<file path="config.mk">
export PLATFORM = sky130hd
export DESIGN_NAME = external_interrupt_pin_unit
export DESIGN_NICKNAME = d
export VERILOG_FILES = /design/src/rtl/eip_pkg.sv /design/src/rtl/external_interrupt_pin_unit.sv /design/src/rtl/pin_synchroniser.sv /design/src/rtl/ahb_reg_port.sv
export VERILOG_INCLUDE_DIRS = /design/src /design/src/rtl
export SDC_FILE = /design/constraint.sdc
export NUM_CORES = 1
export LEC_CHECK = 0
export BUFFER_PORTS_ARGS = -buffer_cell sky130_fd_sc_hd__buf_2
export CAP_MARGIN = 0
export CORE_MARGIN = 2
export CORE_UTILIZATION = 40
export DETAILED_ROUTE_END_ITERATION = 7
export PLACE_DENSITY_LB_ADDON = 0.08
export SLEW_MARGIN = 20
export SYNTH_ARGS = -nofsm -noshare
export SYNTH_HDL_FRONTEND = slang
export SYNTH_SLANG_ARGS = --single-unit
</file>
<file path="constraint.sdc">
create_clock -name clk -period 2 [get_ports clk]
set_input_delay 0.2 -clock clk [delete_from_list [all_inputs] [get_ports clk]]
set_output_delay 0.2 -clock clk [all_outputs]
set_load 0.005 [all_outputs]
</file>
<file path="src/rtl/eip_params.svh">
// Constants of the external interrupt pin unit: offsets, bit positions, reset values.
`ifndef EIP_PARAMS_SVH
`define EIP_PARAMS_SVH

// ************************************************************
// Register indices; the byte address is four times the index.
// ************************************************************
`define EIP_IDX_BREAK_CTRL 8'h1c
`define EIP_IDX_STATUS 8'h1d
`define EIP_IDX_PIN_CFG 8'h1e

// ************************************************************
// Field positions.
// ************************************************************
`define EIP_BIT_MODE 0
`define EIP_BIT_MASK 1
`define EIP_BIT_ACK 2
`define EIP_BIT_PENDING 3
`define EIP_BIT_PULLUP_DISABLE 7
`define EIP_BIT_BREAK_CLEAR 7

// ************************************************************
// Reset values and fixed vector locations.
// ************************************************************
`define EIP_RST_PIN_CFG 8'h00
`define EIP_RST_BREAK_CTRL 8'h00
`define EIP_VECTOR_HI_ADDR 16'hfffa
`define EIP_VECTOR_LO_ADDR 16'hfffb

`endif

</file>
<file path="src/rtl/eip_pkg.sv">
// Types shared by the external interrupt pin unit and its bus port.
package eip_pkg;

    // One register write, presented in the data phase of an accepted write.
    typedef struct packed
    {
        logic en;
        logic [7:0] index;
        logic [7:0] data;
    } reg_write_t;

endpackage

</file>
<file path="src/rtl/external_interrupt_pin_unit.sv">
// External interrupt pin unit: request latch, status and control, pull-up and break control.
//
// Contract
// RULE1: Vector fetch clears the request latch.
// RULE2: Writing one to acknowledge clears the latch.
// RULE3: Acknowledge bit reads zero, reset clears it.
// RULE4: Falling edge after acknowledge sets latch again.
// RULE5: Unmasked pending request interrupts, vector FFFA/FFFB.
// RULE6: Level mode: pending until acknowledged and pin high.
// RULE7: Reset clears latch and sensitivity select.
// RULE8: Edge mode: falling edges set, acknowledge clears.
// RULE9: Pending flag reads request, ignoring the mask.
// RULE10: Mask bit one blocks interrupts; reset clears.
// RULE11: Select one: edge and level; zero: edge.
// RULE12: Pull-up connected unless disable bit is one.
// RULE13: Break clear enabled: acknowledge clears, stays cleared.
// RULE14: Break clear disabled: acknowledge ignored during break.
// RULE15: Pin level available for branch instructions.
// RULE16: Level mode software masks inside the handler.
// RULE17: Synchronise pin before detecting falling edges.
//
// Added by the designer: the AHB-Lite interface to the registers.
`timescale 1ns/1ps
`include "eip_params.svh"
module external_interrupt_pin_unit
    import eip_pkg::*;
(
    input wire logic clk,
    input wire logic arst_n,
    input wire logic hsel,
    input wire logic [31:0] haddr,
    input wire logic [1:0] htrans,
    input wire logic hwrite,
    input wire logic [2:0] hsize,
    input wire logic hready,
    input wire logic [31:0] hwdata,
    output logic [31:0] hrdata,
    output logic hreadyout,
    output logic hresp,
    input wire logic irq_pin_n,
    input wire logic vector_fetch,
    input wire logic break_state,
    output logic irq_to_cpu,
    output logic pin_level,
    output logic pullup_enable,
    output logic [15:0] vector_hi_addr,
    output logic [15:0] vector_lo_addr
);

    // ************************************************************
    // Bus port and pin synchroniser.
    // ************************************************************

    // Register index of the current address phase.
    logic [7:0] rd_index;
    // Accepted read address phase.
    logic rd_take;
    // Byte presented for the current read.
    logic [7:0] rd_byte;
    // Data-phase write strobe.
    reg_write_t wr;
    // Pin level after two flip-flops.
    logic pin_sync;

    ahb_reg_port u_bus
    (
        .clk(clk),
        .arst_n(arst_n),
        .hsel(hsel),
        .haddr(haddr),
        .htrans(htrans),
        .hwrite(hwrite),
        .hready(hready),
        .hwdata(hwdata),
        .rd_byte(rd_byte),
        .rd_index(rd_index),
        .rd_take(rd_take),
        .wr(wr),
        .hrdata(hrdata),
        .hreadyout(hreadyout),
        .hresp(hresp)
    );

    // The pin idles high under its pull-up, so the synchroniser resets high.
    pin_synchroniser #(.RESET_VALUE(1'b1)) u_pin_sync
    (
        .clk(clk),
        .arst_n(arst_n),
        .async_in(irq_pin_n),
        .sync_out(pin_sync)
    ); // RULE17

    // ************************************************************
    // Registers and decode.
    // ************************************************************

    // Request latch set by falling edges.
    logic latch_reg;
    logic latch_next;
    // Interrupt mask; one blocks requests toward the processor.
    logic mask_reg;
    // Sensitivity select; one adds low-level triggering.
    logic mode_reg;
    // Configuration byte holding the pull-up disable bit.
    logic [7:0] pin_cfg_reg;
    // Break flag control byte holding the break clear enable bit.
    logic [7:0] break_ctrl_reg;
    // Synchronised pin level one cycle earlier, for edge detection.
    logic pin_prev_reg;
    // Marks that the last read came from the status and control register.
    logic rd_status_reg;
    // Edge detector warm-up; bit 2 rises once the previous level is a real pin sample.
    logic [2:0] warm_reg;

    // Decoded strobes and events.
    logic wr_status;
    logic wr_pin_cfg;
    logic wr_break_ctrl;
    logic sw_ack_write;
    logic sw_ack;
    logic clear_req;
    logic falling;
    logic pin_low;
    logic pending;
    logic break_clear_en;
    logic [7:0] status_byte;

    assign wr_status = wr.en && (wr.index == `EIP_IDX_STATUS);
    assign wr_pin_cfg = wr.en && (wr.index == `EIP_IDX_PIN_CFG);
    assign wr_break_ctrl = wr.en && (wr.index == `EIP_IDX_BREAK_CTRL);
    assign break_clear_en = break_ctrl_reg[`EIP_BIT_BREAK_CLEAR];

    // A one in the acknowledge position is the software clear request.
    assign sw_ack_write = wr_status && wr.data[`EIP_BIT_ACK]; // RULE2
    // During break the clear only passes when the break clear enable bit is set.
    assign sw_ack = sw_ack_write && (!break_state || break_clear_en); // RULE13 RULE14
    // Vector fetch and software acknowledge act as one interrupt acknowledge.
    assign clear_req = vector_fetch || sw_ack; // RULE1 RULE2

    // Edges are taken from the synchronised level only, so each edge is seen once.
    assign pin_low = !pin_sync;
    // The stages reset high, so a pin held low through reset would look like a fall; the warm-up hides it.
    assign falling = warm_reg[2] && pin_prev_reg && !pin_sync; // RULE7 RULE17

    // The set wins over a clear in the same cycle, so a new edge is never lost.
    assign latch_next = falling || (latch_reg && !clear_req); // RULE4 RULE8

    // Level mode keeps the request alive while the pin stays low, whatever the acknowledge order.
    assign pending = latch_reg || (mode_reg && pin_low); // RULE6 RULE11

    // Status byte: acknowledge always reads zero, pending ignores the mask.
    assign status_byte = {4'h0, pending, 1'b0, mask_reg, mode_reg}; // RULE3 RULE9

    // Read selection; unmapped indices read zero.
    assign rd_byte = (rd_index == `EIP_IDX_STATUS) ? status_byte :
                     (rd_index == `EIP_IDX_PIN_CFG) ? pin_cfg_reg :
                     (rd_index == `EIP_IDX_BREAK_CTRL) ? break_ctrl_reg : 8'h00;

    // ************************************************************
    // Request latch and control state.
    // ************************************************************

    // Reset clears the latch and the mode, dropping a request even with the pin held low.
    always_ff @(posedge clk or negedge arst_n)
    begin
        if (!arst_n)
        begin
            latch_reg <= 1'b0; // RULE7
            mode_reg <= 1'b0; // RULE7
            mask_reg <= 1'b0; // RULE10
            pin_prev_reg <= 1'b1;
            warm_reg <= 3'h0;
        end
        else
        begin
            latch_reg <= latch_next;
            pin_prev_reg <= pin_sync;
            warm_reg <= {warm_reg[1:0], 1'b1};
            if (wr_status)
            begin
                mode_reg <= wr.data[`EIP_BIT_MODE]; // RULE11
                mask_reg <= wr.data[`EIP_BIT_MASK]; // RULE10
            end
        end
    end

    // Configuration and break control bytes are plain read/write storage.
    always_ff @(posedge clk or negedge arst_n)
    begin
        if (!arst_n)
        begin
            pin_cfg_reg <= `EIP_RST_PIN_CFG;
            break_ctrl_reg <= `EIP_RST_BREAK_CTRL;
            rd_status_reg <= 1'b0;
        end
        else
        begin
            if (wr_pin_cfg)
            begin
                pin_cfg_reg <= wr.data;
            end
            if (wr_break_ctrl)
            begin
                break_ctrl_reg <= wr.data;
            end
            if (rd_take)
            begin
                rd_status_reg <= (rd_index == `EIP_IDX_STATUS);
            end
        end
    end

    // ************************************************************
    // Outputs toward the processor and the pad.
    // ************************************************************

    // All outputs are registered, so each trails its cause by one clock.
    // The handler should set the mask in level mode, or a held-low pin re-enters at once.
    always_ff @(posedge clk or negedge arst_n)
    begin
        if (!arst_n)
        begin
            irq_to_cpu <= 1'b0;
            pin_level <= 1'b1;
            pullup_enable <= 1'b1;
            vector_hi_addr <= `EIP_VECTOR_HI_ADDR;
            vector_lo_addr <= `EIP_VECTOR_LO_ADDR;
        end
        else
        begin
            irq_to_cpu <= pending && !mask_reg; // RULE5 RULE10
            pin_level <= pin_sync; // RULE15
            pullup_enable <= !pin_cfg_reg[`EIP_BIT_PULLUP_DISABLE]; // RULE12
            vector_hi_addr <= `EIP_VECTOR_HI_ADDR; // RULE5
            vector_lo_addr <= `EIP_VECTOR_LO_ADDR; // RULE5
        end
    end
endmodule

</file>
<file path="src/rtl/pin_synchroniser.sv">
// Two-stage synchroniser for one asynchronous pin.
`timescale 1ns/1ps
module pin_synchroniser
#(
    parameter logic RESET_VALUE = 1'b1
)
(
    input wire logic clk,
    input wire logic arst_n,
    input wire logic async_in,
    output logic sync_out
);

    // First stage; only the second stage reads it, so metastability stays contained.
    logic meta_reg;

    // Both stages reset to the idle level of the pin.
    always_ff @(posedge clk or negedge arst_n)
    begin
        if (!arst_n)
        begin
            meta_reg <= RESET_VALUE;
            sync_out <= RESET_VALUE;
        end
        else
        begin
            meta_reg <= async_in;
            sync_out <= meta_reg;
        end
    end

endmodule

</file>
<file path="src/rtl/ahb_reg_port.sv">
// AHB-Lite slave port that turns bus transfers into register reads and write strobes.
`timescale 1ns/1ps
module ahb_reg_port
    import eip_pkg::*;
(
    input wire logic clk,
    input wire logic arst_n,
    input wire logic hsel,
    input wire logic [31:0] haddr,
    input wire logic [1:0] htrans,
    input wire logic hwrite,
    input wire logic hready,
    input wire logic [31:0] hwdata,
    input wire logic [7:0] rd_byte,
    output logic [7:0] rd_index,
    output logic rd_take,
    output reg_write_t wr,
    output logic [31:0] hrdata,
    output logic hreadyout,
    output logic hresp
);

    // ************************************************************
    // Address phase decode.
    // ************************************************************

    // Only word-aligned addresses in the low kilobyte map to registers.
    logic addr_ok;
    // A transfer is accepted when selected, NONSEQ or SEQ, and the bus is ready.
    logic take;
    // Write address phase held over into the data phase.
    logic wr_pend_reg;
    logic [7:0] wr_index_reg;

    assign addr_ok = (haddr[31:10] == 22'h000000) && (haddr[1:0] == 2'h0);
    assign take = hsel && htrans[1] && hready;
    assign rd_index = addr_ok ? haddr[9:2] : 8'hff;
    assign rd_take = take && !hwrite;

    // Write strobe stands for the single data-phase cycle; unmapped writes carry index ff.
    assign wr.en = wr_pend_reg;
    assign wr.index = wr_index_reg;
    assign wr.data = hwdata[7:0];

    // Capture the write address; read data is latched at the address edge, so zero wait states.
    always_ff @(posedge clk or negedge arst_n)
    begin
        if (!arst_n)
        begin
            wr_pend_reg <= 1'b0;
            wr_index_reg <= 8'h00;
            hrdata <= 32'h00000000;
            hreadyout <= 1'b1;
            hresp <= 1'b0;
        end
        else
        begin
            wr_pend_reg <= take && hwrite;
            wr_index_reg <= rd_index;
            if (rd_take)
            begin
                hrdata <= {24'h000000, rd_byte};
            end
            hreadyout <= 1'b1;
            hresp <= 1'b0;
        end
    end

endmodule

</file>
-- Word level (Yosys, flattened, before mapping)
Cells that the tools add are included.
- eq/ne operators: 6
- multiplexer cells: 4
- reductions and logical operators: 27
- operators by type and width (operator ; number):
    8-bit by 5-bit equality test with 1-bit output (second input constant) ; 6
    8-bit two-way mux ; 4
    22-bit logical NOT ; 1
    1-bit logical AND ; 15
    1-bit logical NOT ; 6
    1-bit logical OR ; 4
    2-bit logical NOT ; 1
- register bits after elaboration: 44
- input bits: 77
- word-level logic and storage cells: 51

-- Depth between registers and ports, before layout
Gate-level depths: netlist of the first run.
- depth after elaboration: 8
- depth in mapped cells: 5
- depth with buffers taken out: 4

-- By module
A second synthesis of the first run with hierarchy kept.
- cell total of the unflattened synthesis: 204
- area total of the unflattened synthesis: 2422.3 um2
- by module, submodules not included (module ; instances ; cells an instance ; area an instance (um2) ; seq. area each (um2)):
    external_interrupt_pin_unit ; 1 ; 120 ; 1416.4 ; 628.1
    ahb_reg_port ; 1 ; 82 ; 953.4 ; 425.4
    pin_synchroniser ; 1 ; 2 ; 52.6 ; 52.6

-- Least setup slack after synthesis of the first run
OpenSTA, ideal clock, no wires.
- path type: register -> register
- start point: register u_bus.wr_index_reg[6]
- end point: register pin_cfg_reg[0]
- setup time: 0.125 ns
- data arrival time: 1.484 ns
- path slack: 0.391 ns
- stages on the path, launching flop included: 5
- path buffers: 0
- cell sequence: dfrtp_1 -> and4bb_2 -> nand2_1 -> nor3b_2 -> mux2_2
- cells in the longest elaborated chain, start to end: 2
- RTL lines (element ; RTL line ; text):
    start, declared ; ahb_reg_port.sv:33 ; logic [7:0] wr_index_reg;
    start signal, assigned ; ahb_reg_port.sv:59 ; wr_index_reg <= rd_index;
    8-bit by 5-bit equality test with 1-bit output (no line) ; - ;
    1-bit logical AND ; external_interrupt_pin_unit.sv:129 ; assign wr_pin_cfg = wr.en && (wr.index == `EIP_IDX_PIN_CFG);
    end signal, assigned ; external_interrupt_pin_unit.sv:192 ; pin_cfg_reg <= `EIP_RST_PIN_CFG;
    end signal, assigned ; external_interrupt_pin_unit.sv:200 ; pin_cfg_reg <= wr.data;
    end, declared ; external_interrupt_pin_unit.sv:105 ; logic [7:0] pin_cfg_reg;
Every way passes these cells.
A chain may end at the register's enable or synchronous reset.

-- Worst setup path after layout of the first run
- start point: register u_bus.wr_index_reg[6]
- end point: register pin_cfg_reg[1]
Same word-level chain as after synthesis.

==> impl_metrics.py, run 1 <==
metrics = {
    "cts": {
        "ctsHtreeMaxLevel": 2,
        "cts.clk_slew.worst_paths_ns": 0.08,
        "cts_resized": 0,
        "cts_buffers": 5,
        "worstSkewPairLatency_ns": 0.29,
        "cts_tree": "done",
        "cts_buffer_depth": 2,
        "cts.sinks": 44,
        "cts-root-buf": "clkbuf_8",
    },
    "placement": {
        "dpl.hpwl_mm": 3.142,
        "globalplace.congestion": 0.6755,
        "place.port_buffers": 59,
    },
    "route": {
        "antenna_left": 0,
        "drc_errors": 0,
        "dr_total_vias": 1409,
        "first_iter_violations": 55,
        "via_per_inst": 4.181,
        "wl_mm": 3.941,
        "dr.pass1.iters": 4,
        "wl_per_cell_um": 11.69,
    },
    "worst_setup_path": {
        "critPathArrivalTime_ns": 1.76,
        "crit_family": "simple AND/OR/NAND/NOR gates",
        "ff2ff_setup_slack_ns": 0.41,
        "r2r_cells": 5,
        "crit_chain": "and4bb_2, nand2_1, nor3b_2, buf_4, mux2_2",
        "cp-end-kind": "register",
        "crit_buf_inv": 1,
        "crit_required_ns": 2.18,
        "cp-start-kind": "register",
        "reg2reg_to": "pin_cfg_reg[1]$_DFFE_PN0P_",
        "slowest_delay_ns": 0.37,
        "r2r_start": "u_bus.wr_index_reg[6]$_DFF_PN0_",
        "critPathKind": "register to register",
        "slowest_stage": "dfrtp_1",
        "crit_path_max_fanout": 8,
    },
    "min_path": {
        "hold_class": "input port to register",
        "worstHoldPathCells": 2,
        "holdPathEnd": "u_bus.wr_index_reg[2]$_DFF_PN0_",
        "hold_start": "haddr[4]",
    },
    "global_routing": {
        "grt_pass1_wl_mm": 6.306,
        "grt_usage": 0.1330,
        "grt_max_degree": 18,
        "grt_pass1_vias": 1296,
        "grt.overflow.total": 0,
        "antenna_found_initial": 0,
    },
    "job": {
        "drv_cap": 0,
    },
    "timing": {
        "min_period_over_period": 0.7941,
        "fmax_mhz": 629.6,
        "fin_worst_skew_ns": 0.006428,
        "tns_ns": 0,
        "finalSetupViolCount": 0,
        "slew_violations": 0,
        "hold_viol_final": 0,
        "fin_crit_ns": 1.588,
        "whs_ns": 0.1059,
        "rsz0062_at_grt": "no",
    },
    "synth": {
        "ys_seq_area_frac": 0.4939,
        "synth_async_sr_flop_share": 1.000,
        "avgSynthCellArea_um2": 11.54,
        "netlist_area_mm2": 0.002240,
        "synth_ff_type": "dfrtp_1",
        "synth_edf_count": 0,
        "ys_types": 32,
        "ys_ff_latch": 44,
        "syn_inst": 194,
        "yosysWarnings": 0,
    },
    "die": {
        "start_util": 0.4092,
        "die-area_mm2": 0.006213,
        "rows": 27,
        "io_pins": 146,
        "core_mm2": 0.005473,
        "die_y_um": 78.83,
        "die_w_um": 78.83,
    },
    "finish": {
        "area_delta_synth_final_pct": 14.30,
        "drive_gt1_frac": 0.3736,
        "finish.net_count": 341,
        "antenna_cells": 0,
    },
    "power_and_ir_drop": {
        "p_per_area_mw_per_mm2": 665.2,
        "vdd_drop_max_v": 0.0003669,
        "p_leak_nw": 1.312,
    },
    "status": {
        "status": "finished clean",
    },
}
## cell type report
cell class                 count  area, um^2
fill                         571        2913
clock buffer                   6       72.57
multi-input combinational    144       892.1
clock inverter                 2       35.03
tap                           72       90.09
sequential                    44        1106
timing repair buffer          66       352.8
inverter                       3       11.26
## layout by cell type (no fill, tap or decap), drive strengths merged, types with 6 or more instances in the layout
| cell type | netlist | routed |
|---|---|---|
| clkbuf | 1 | 6 |
| mux2 | 18 | 18 |
| dfrtp | 40 | 40 |
| mux2i | 8 | 8 |
| nand2b | 10 | 10 |
| buf | 59 | 64 |
| o31ai | 8 | 8 |
| conb | 2 | 59 |
| nand2 | 11 | 11 |
## worst max-delay path by stage
stage	start	end	slack (ns)	cells past startpoint
final	u_bus.wr_index_reg[6]$_DFF_PN0_	pin_cfg_reg[1]$_DFFE_PN0P_	0.41	5
after global routing	u_bus.wr_index_reg[6]$_DFF_PN0_	pin_cfg_reg[1]$_DFFE_PN0P_	0.33	5
after CTS	u_bus.wr_index_reg[6]$_DFF_PN0_	pin_cfg_reg[0]$_DFFE_PN0P_	0.41	5
after detailed placement	haddr[8]	u_bus.hrdata[4]$_DFFE_PN0P_	0.27	5
after global placement	haddr[8]	u_bus.hrdata[7]$_DFFE_PN0P_	0.31	5
after floorplan	u_bus.wr_index_reg[6]$_DFF_PN0_	pin_cfg_reg[0]$_DFFE_PN0P_	0.39	4
## worst register-to-register path, cell delays in order (launching register included)
cell and delay (ns):
dfrtp_1 0.37, and4bb_2 0.30, nand2_1 0.09, nor3b_2 0.16, buf_4 0.21, mux2_2 0.35
## synth_stat cells (2+ instances only)
cell,n,area share
and4_1,2,0.0078
nor4_1,4,0.011
buf_4,58,0.19
dfrtp_1,40,0.45
mux2_2,18,0.091
nor2_1,4,0.0067
a21oi_1,3,0.0067
o31ai_1,8,0.027
dfstp_2,4,0.047
nand2_1,11,0.018
mux2i_1,8,0.036
or4_1,2,0.0067
conb_1,2,0.0034
inv_1,3,0.0050
nand2b_1,10,0.028
## where the power goes
part,internal [mW],switching (mW)
Combinational,0.0536,0.0769
Sequential,0.901,0.00320
Clock,0.371,0.298
## what timing repair did
item,in CTS,in global routing
hold buffers,2,0
buffers inserted,0,0
endpoints found under the hold margin,14,0
## logic make-up after synthesis
logic type / synth area share
flops: 0.4939
buf+inv: 0.2033
compound gates: 0.04525
simple gates: 0.1279
mux: 0.1263
other cells: 0.003353
## metrics by stage
stage	instance area, um^2	cells	setup slack [ns]	util	total power [mW]
after floorplan	2454	251	0.3907	-	1.051
after global placement	2432	327	0.3142	0.4444	1.049
after detailed placement	2432	327	0.2687	0.4444	1.050
after CTS	2560	337	0.4056	0.4678	1.717
after global routing	2560	337	0.3272	0.4678	1.786
final	2560	337	0.4118	0.4678	1.703
## metal layers
metal	vias to the layer above	track usage	part of all wire
li1	683	-	-
met5	-	0	0
met1	665	0.1842	0.46
met2	56	0.2060	0.47
met3	5	0.03409	0.062
met4	0	0.04138	0.0084
No activity file was read; power rests on OpenSTA's default activity.
==> run 2: changes to the inputs <==
--- a/config.mk
+++ b/config.mk
@@ -6,6 +6,7 @@
 export SDC_FILE = /design/constraint.sdc
 export NUM_CORES = 1
 export LEC_CHECK = 0
+export ABC_AREA = 1
 export BUFFER_PORTS_ARGS = -buffer_cell sky130_fd_sc_hd__buf_2
 export CAP_MARGIN = 0
 export CORE_MARGIN = 2
==> constraint.sdc (replaced) <==
create_clock -name clk -period 1.5 [get_ports clk]
set_input_delay 0.15 -clock clk [delete_from_list [all_inputs] [get_ports clk]]
set_output_delay 0.15 -clock clk [all_outputs]
set_load 0.005 [all_outputs]
==> run 2 against run 1 <==
  * Area after synthesis grew 5.5%
  * Final cell count is 29% higher
  * Sequential share of layout area fell by 3.0 points
  * Critical path depth increased by 1
  * Critical path type unchanged
  * Largest power group unchanged
==> impl_metrics.py, run 2 <==
metrics = {
    "timing": {
        "tightest_slew_ns": 0.5491,
        "setup_slack_ns": 0.1682,
        "fin_worst_skew_ns": 0.009468,
        "rsz0062_at_grt": "no",
        "hold_viol_final": 0,
        "slew_violations": 0,
        "finalSetupViolCount": 0,
        "tns_ns": 0,
        "fmax_mhz": 750.8,
        "slew_headroom": 0.6340,
        "fin_crit_ns": 1.332,
        "min_period_over_period": 0.8879,
    },
    "cts": {
        "worstSkewPairLatency_ns": 0.29,
        "cts-root-buf": "clkbuf_8",
        "cts.sinks": 44,
        "cts.clk_slew.worst_paths_ns": 0.08,
        "cts_buffers": 5,
        "cts_tree": "done",
        "cts_buffer_depth": 2,
        "ctsHtreeMaxLevel": 2,
    },
    "finish": {
        "area_delta_synth_final_pct": 16.58,
        "drive_gt1_frac": 0.2735,
        "finish.net_count": 438,
        "finalNonFillerCells": 434,
        "final_area_mm2": 0.002754,
        "layout_commonest_cell": "nand2_1",
        "layout_common_cells": "nand2_1, conb_1, buf_2",
        "antenna_cells": 0,
    },
    "global_routing": {
        "antenna_found_initial": 0,
        "grt.overflow.total": 0,
        "grt_pass1_vias": 1608,
        "grt_pass1_wl_mm": 6.955,
        "grt_usage": 0.1402,
        "grt_max_degree": 45,
    },
    "worst_setup_path": {
        "crit_required_ns": 1.68,
        "r2r_start": "u_bus.wr_index_reg[6]$_DFF_PN0_",
        "critPathArrivalTime_ns": 1.51,
        "cp-end-kind": "register",
        "critPathKind": "register to register",
        "crit_path_max_fanout": 16,
        "cp-start-kind": "register",
        "crit_path_start": "u_bus.wr_index_reg[6]$_DFF_PN0_",
    },
    "synth": {
        "yosysWarnings": 0,
        "synth_ff_type": "dfrtp_1",
        "netlist_area_mm2": 0.002362,
        "synth_top_area_cell": "dfrtp_1",
        "yosysMostFrequentCell": "nand2_1",
        "synth_common_cells": "nand2_1, buf_4, dfrtp_1",
        "ys_ff_latch": 44,
        "synth_async_sr_flop_share": 1.000,
        "yosys-top-cells-area": "dfrtp_1, buf_4, nand2_1, nand3_1, dfstp_2",
        "syn_inst": 284,
        "avgSynthCellArea_um2": 8.318,
        "synth_edf_count": 0,
        "ys_seq_area_frac": 0.4682,
        "synth_top_area_frac": 0.4237,
        "ys_types": 24,
    },
    "placement": {
        "placed_cell_area_mm2": 0.002610,
        "place.port_buffers": 59,
        "globalplace.congestion": 0.7326,
        "dp_cells": 423,
        "dpl.hpwl_mm": 3.260,
        "pre_cts_ws_ns": -0.1229,
    },
    "route": {
        "via_per_inst": 4.145,
        "antenna_left": 0,
        "first_iter_violations": 68,
        "wl_mm": 4.231,
        "drc_errors": 0,
        "dr.pass1.iters": 4,
        "dr_total_vias": 1799,
        "wl_per_cell_um": 9.749,
    },
    "die": {
        "io_pins": 146,
        "rows": 27,
        "die_y_um": 80.85,
        "core_mm2": 0.005608,
        "start_util": 0.4212,
        "die_w_um": 80.85,
        "die-area_mm2": 0.006537,
    },
    "power_and_ir_drop": {
        "p_total_mw": 2.250,
        "vdd_drop_max_v": 0.0003997,
        "p_leak_nw": 1.553,
        "p_per_area_mw_per_mm2": 817.1,
    },
    "status": {
        "status": "finished clean",
    },
    "job": {
        "drv_cap": 0,
    },
    "min_path": {
        "hold_class": "input port to register",
        "hold_start": "haddr[7]",
    },
}
[run 2: changes by cell type in the layout (fill, tap and decap cells not counted), sizes merged, moves of 10 or more]
cell | previous run | this run
nand2 | 11 | 67
nand3 | 1 | 27
inv | 3 | 27
nor2 | 4 | 26
mux2 | 18 | 0
o21ai | 0 | 18
nand2b | 10 | 0
[run 2: final timing paths]
kind                       cells past startpoint  slack (ns)                              end
min in group asynchronous                      3        0.45              latch_reg$_DFF_PN0_
max in group asynchronous                      3        0.67          pullup_enable$_DFF_PN1_
min reg2reg                                    0        0.36            warm_reg[2]$_DFF_PN0_
max                                            6        0.17    break_ctrl_reg[6]$_DFFE_PN0P_
max reg2reg                                    6        0.17    break_ctrl_reg[6]$_DFFE_PN0P_
min                                            3        0.06  u_bus.wr_index_reg[5]$_DFF_PN0_
[run 2: per-layer routing]
layer  up-vias  part of all wire  GRT usage
met5         -                 0          0
met4         0             0.018    0.06102
met3         6             0.084    0.03889
met2        83              0.47     0.2397
met1       795              0.42     0.1643
li1        915                 -          -
[run 2: where the power goes]
part	leakage (nW)	switching, mW	internal [mW]
registers	0.457	0.00419	1.20
logic	1.04	0.103	0.0631
clock network	0.0552	0.387	0.494
[run 2: cells by family (layout without fill, tap and decap cells)]
family / count (synthesis) / after routing / share of synthesized area
flip-flops: 44 / 44 / 0.4682
buffers and inverters: 89 / 110 / 0.2383
AND/OR/NAND/NOR: 128 / 128 / 0.2447
other: 2 / 59 / 0.003179
AO/OA/AOI/OAI: 21 / 21 / 0.04555
[run 2: worst max-delay path, cell delays in order, from the launching register on]
cell and delay, ns:
dfrtp_1 0.40, nor4_4 0.28, buf_4 0.15, nand3_1 0.06, buf_4 0.20, nand2_1 0.07
o21ai_1 0.05
[run 2: layout make-up]
| type | count | area [um^2] |
|---|---|---|
| sequential | 44 | 1106 |
| fill | 568 | 2854 |
| clock inverter | 2 | 35.03 |
| clock buffer | 6 | 72.57 |
| multi-input combinational | 208 | 915.9 |
| tap | 72 | 90.09 |
| inverter | 27 | 101.3 |
| timing repair buffer | 75 | 432.9 |
[run 2: through the flow]
step / utilization / hold WS (ns)
6_report: 0.4911 / 0.06231
5_1_grt: 0.4911 / 0.05499
4_1_cts: 0.4882 / 0.05306
3_5_place_dp: 0.4654 / 0.2589
3_3_place_gp: 0.4654 / 0.2551
2_1_floorplan: - / -0.1456
[run 2: what timing repair did]
item	4_1_cts	5_1_grt
resized for setup	0	1
endpoints found under the hold margin	41	0
hold buffers	2	0
endpoints found under the setup margin	0	7
setup buffers	0	1
==> run 3: changes to the inputs <==
--- a/config.mk
+++ b/config.mk
@@ -11,6 +11,7 @@
 export CAP_MARGIN = 0
 export CORE_MARGIN = 2
 export CORE_UTILIZATION = 40
+export CTS_BUF_LIST = sky130_fd_sc_hd__clkbuf_4 sky130_fd_sc_hd__clkbuf_8 sky130_fd_sc_hd__clkbuf_16
 export DETAILED_ROUTE_END_ITERATION = 7
 export PLACE_DENSITY_LB_ADDON = 0.08
 export SLEW_MARGIN = 20
==> run 3 against run 2 <==
  * Sequential share of layout area shrank 0.055 points
  * Core utilization rose by 0.067 points
  * Die area stayed put
  * Via count fell by 0.33%
  * Fmax decreased by 0.11%
  * Critical endpoint is now break_ctrl_reg[5]$_DFFE_PN0P_
  * Largest cell class unchanged
  * Sequential cell count is the same
  * Non-clock buffer count is the same
  * Final cell count unchanged
  * Global-route usage is 0.094 points lower
  * Worst setup slack got worse by 0.0015 ns
  * Clock power increased by 1%
==> impl_metrics.py, run 3 (synthesis results as in run 2) <==
metrics = {
    "status": {
        "status": "finished clean",
    },
    "route": {
        "wl_met1_mm": 1.704,
        "dr_total_vias": 1793,
        "first_iter_violations": 69,
        "drc_errors": 0,
        "wl_met2_mm": 2.013,
        "wl_mm": 4.196,
        "highest_layer": "met4",
        "dr.pass1.iters": 4,
        "antenna_left": 0,
        "via_per_inst": 4.131,
        "wl_per_cell_um": 9.668,
        "routed-wl-met3_um": 399,
    },
    "worst_setup_path": {
        "critPathKind": "register to register",
        "cp-end-kind": "register",
        "critPathArrivalTime_ns": 1.51,
        "cp-start-kind": "register",
        "crit_top_cell": "buf_4",
        "crit_buf_inv": 2,
        "crit_required_ns": 1.68,
        "crit_path_max_fanout": 16,
        "slowest_delay_ns": 0.40,
        "slowest_stage": "dfrtp_1",
        "crit_path_start": "u_bus.wr_index_reg[6]$_DFF_PN0_",
        "crit_chain": "nor4_4, buf_4, nand3_1, buf_4, nand2_1, o21ai_1",
        "crit_family": "simple AND/OR/NAND/NOR gates",
        "r2r_start": "u_bus.wr_index_reg[6]$_DFF_PN0_",
    },
    "timing": {
        "tightest_slew_ns": 0.5449,
        "rsz0062_at_grt": "no",
        "slew_violations": 0,
        "setup_slack_ns": 0.1666,
        "fmax_mhz": 750.0,
        "slew_headroom": 0.6367,
        "fin_crit_ns": 1.333,
        "finalSetupViolCount": 0,
        "tns_ns": 0,
        "fin_worst_skew_ns": 0.009102,
        "min_period_over_period": 0.8889,
        "hold_viol_final": 0,
    },
    "placement": {
        "globalplace.congestion": 0.7326,
        "placed_cell_area_mm2": 0.002610,
        "pre_cts_ws_ns": -0.1229,
        "place.port_buffers": 59,
        "dpl.hpwl_mm": 3.260,
    },
    "cts": {
        "cts-root-buf": "clkbuf_8",
        "cts.clk_slew.worst_paths_ns": 0.07,
        "ctsHtreeMaxLevel": 2,
        "cts_buffers": 5,
        "cts_buffer_depth": 2,
        "worstSkewPairLatency_ns": 0.29,
        "cts_tree": "done",
        "cts.sinks": 44,
    },
    "global_routing": {
        "grt_pass1_vias": 1595,
        "grt_usage": 0.1393,
        "grt_pass1_wl_mm": 6.906,
        "antenna_found_initial": 0,
        "grt.overflow.total": 0,
        "grt_max_degree": 45,
    },
    "finish": {
        "fillCellCount": 568,
        "area_delta_synth_final_pct": 16.74,
        "finish.net_count": 438,
        "multi_input_area_um2": 915.9,
        "antenna_cells": 0,
        "utilization": 0.4917,
        "layout_common_cells": "nand2_1, conb_1, buf_2",
        "layout_commonest_cell": "nand2_1",
        "seq_area_mm2": 0.001106,
        "drive_gt1_frac": 0.2762,
        "final_area_mm2": 0.002758,
    },
    "die": {
        "die_w_um": 80.85,
        "rows": 27,
        "start_util": 0.4212,
        "die-area_mm2": 0.006537,
        "core_mm2": 0.005608,
        "die_y_um": 80.85,
        "io_pins": 146,
    },
    "power_and_ir_drop": {
        "p_leak_nw": 1.556,
        "vdd_drop_max_v": 0.0003994,
        "p_per_area_mw_per_mm2": 819.6,
        "p_total_mw": 2.260,
    },
    "min_path": {
        "hold_start": "haddr[7]",
        "hold_class": "input port to register",
    },
    "job": {
        "drv_cap": 0,
    },
}
## run 3: cell counts in the layout (fill, tap and decap cells not counted)
Identical to the previous run, type by type.
## run 3: worst paths after layout
kind                                                   end  slack, ns  cells after the start
max reg2reg                  break_ctrl_reg[5]$_DFFE_PN0P_       0.17                      6
min                        u_bus.wr_index_reg[5]$_DFF_PN0_       0.06                      3
max                          break_ctrl_reg[5]$_DFFE_PN0P_       0.17                      6
min in group asynchronous              latch_reg$_DFF_PN0_       0.45                      3
min reg2reg                          warm_reg[2]$_DFF_PN0_       0.36                      0
max in group asynchronous          pullup_enable$_DFF_PN1_       0.66                      3
## run 3: final cells by class
cell class	instances	area share
Sequential cell	44	0.4011
Multi-Input combinational cell	208	0.3321
Timing Repair Buffer	75	0.1570
Inverter	27	0.03675
Tap cell	72	0.03267
Clock buffer	6	0.02768
Clock inverter	2	0.01270
## run 3: worst min-delay path, delay by kind of cell
kind,cells,cell delay (ns)
and+or+nand+nor,1,0.05
buffers and inverters,2,0.12
## run 3: timing repair
action,4_1_cts,5_1_grt
endpoints found under the setup margin,0,8
hold buffers,2,0
gates resized for setup,0,1
endpoints found under the hold margin,41,0
setup buffers,0,1
## run 3: metrics by stage
stage	hold slack, ns	std cells
after floorplan	-0.1456	341
after global placement	0.2551	423
after detailed placement	0.2589	423
after CTS	0.05306	433
after global routing	0.05499	434
final	0.06306	434
## run 3: power breakdown
group	total (mW)	switching [mW]	internal [mW]
Sequential	1.20	0.00419	1.20
Clock	0.891	0.379	0.512
Combinational	0.165	0.102	0.0631
Total	2.26	0.485	1.77
## run 3: per-layer routing
| metal | track usage | vias to the layer above |
|---|---|---|
| met3 | 0.03889 | 6 |
| li1 | - | 915 |
| met5 | 0 | - |
| met1 | 0.1629 | 782 |
| met2 | 0.2380 | 90 |
| met4 | 0.06102 | 0 |
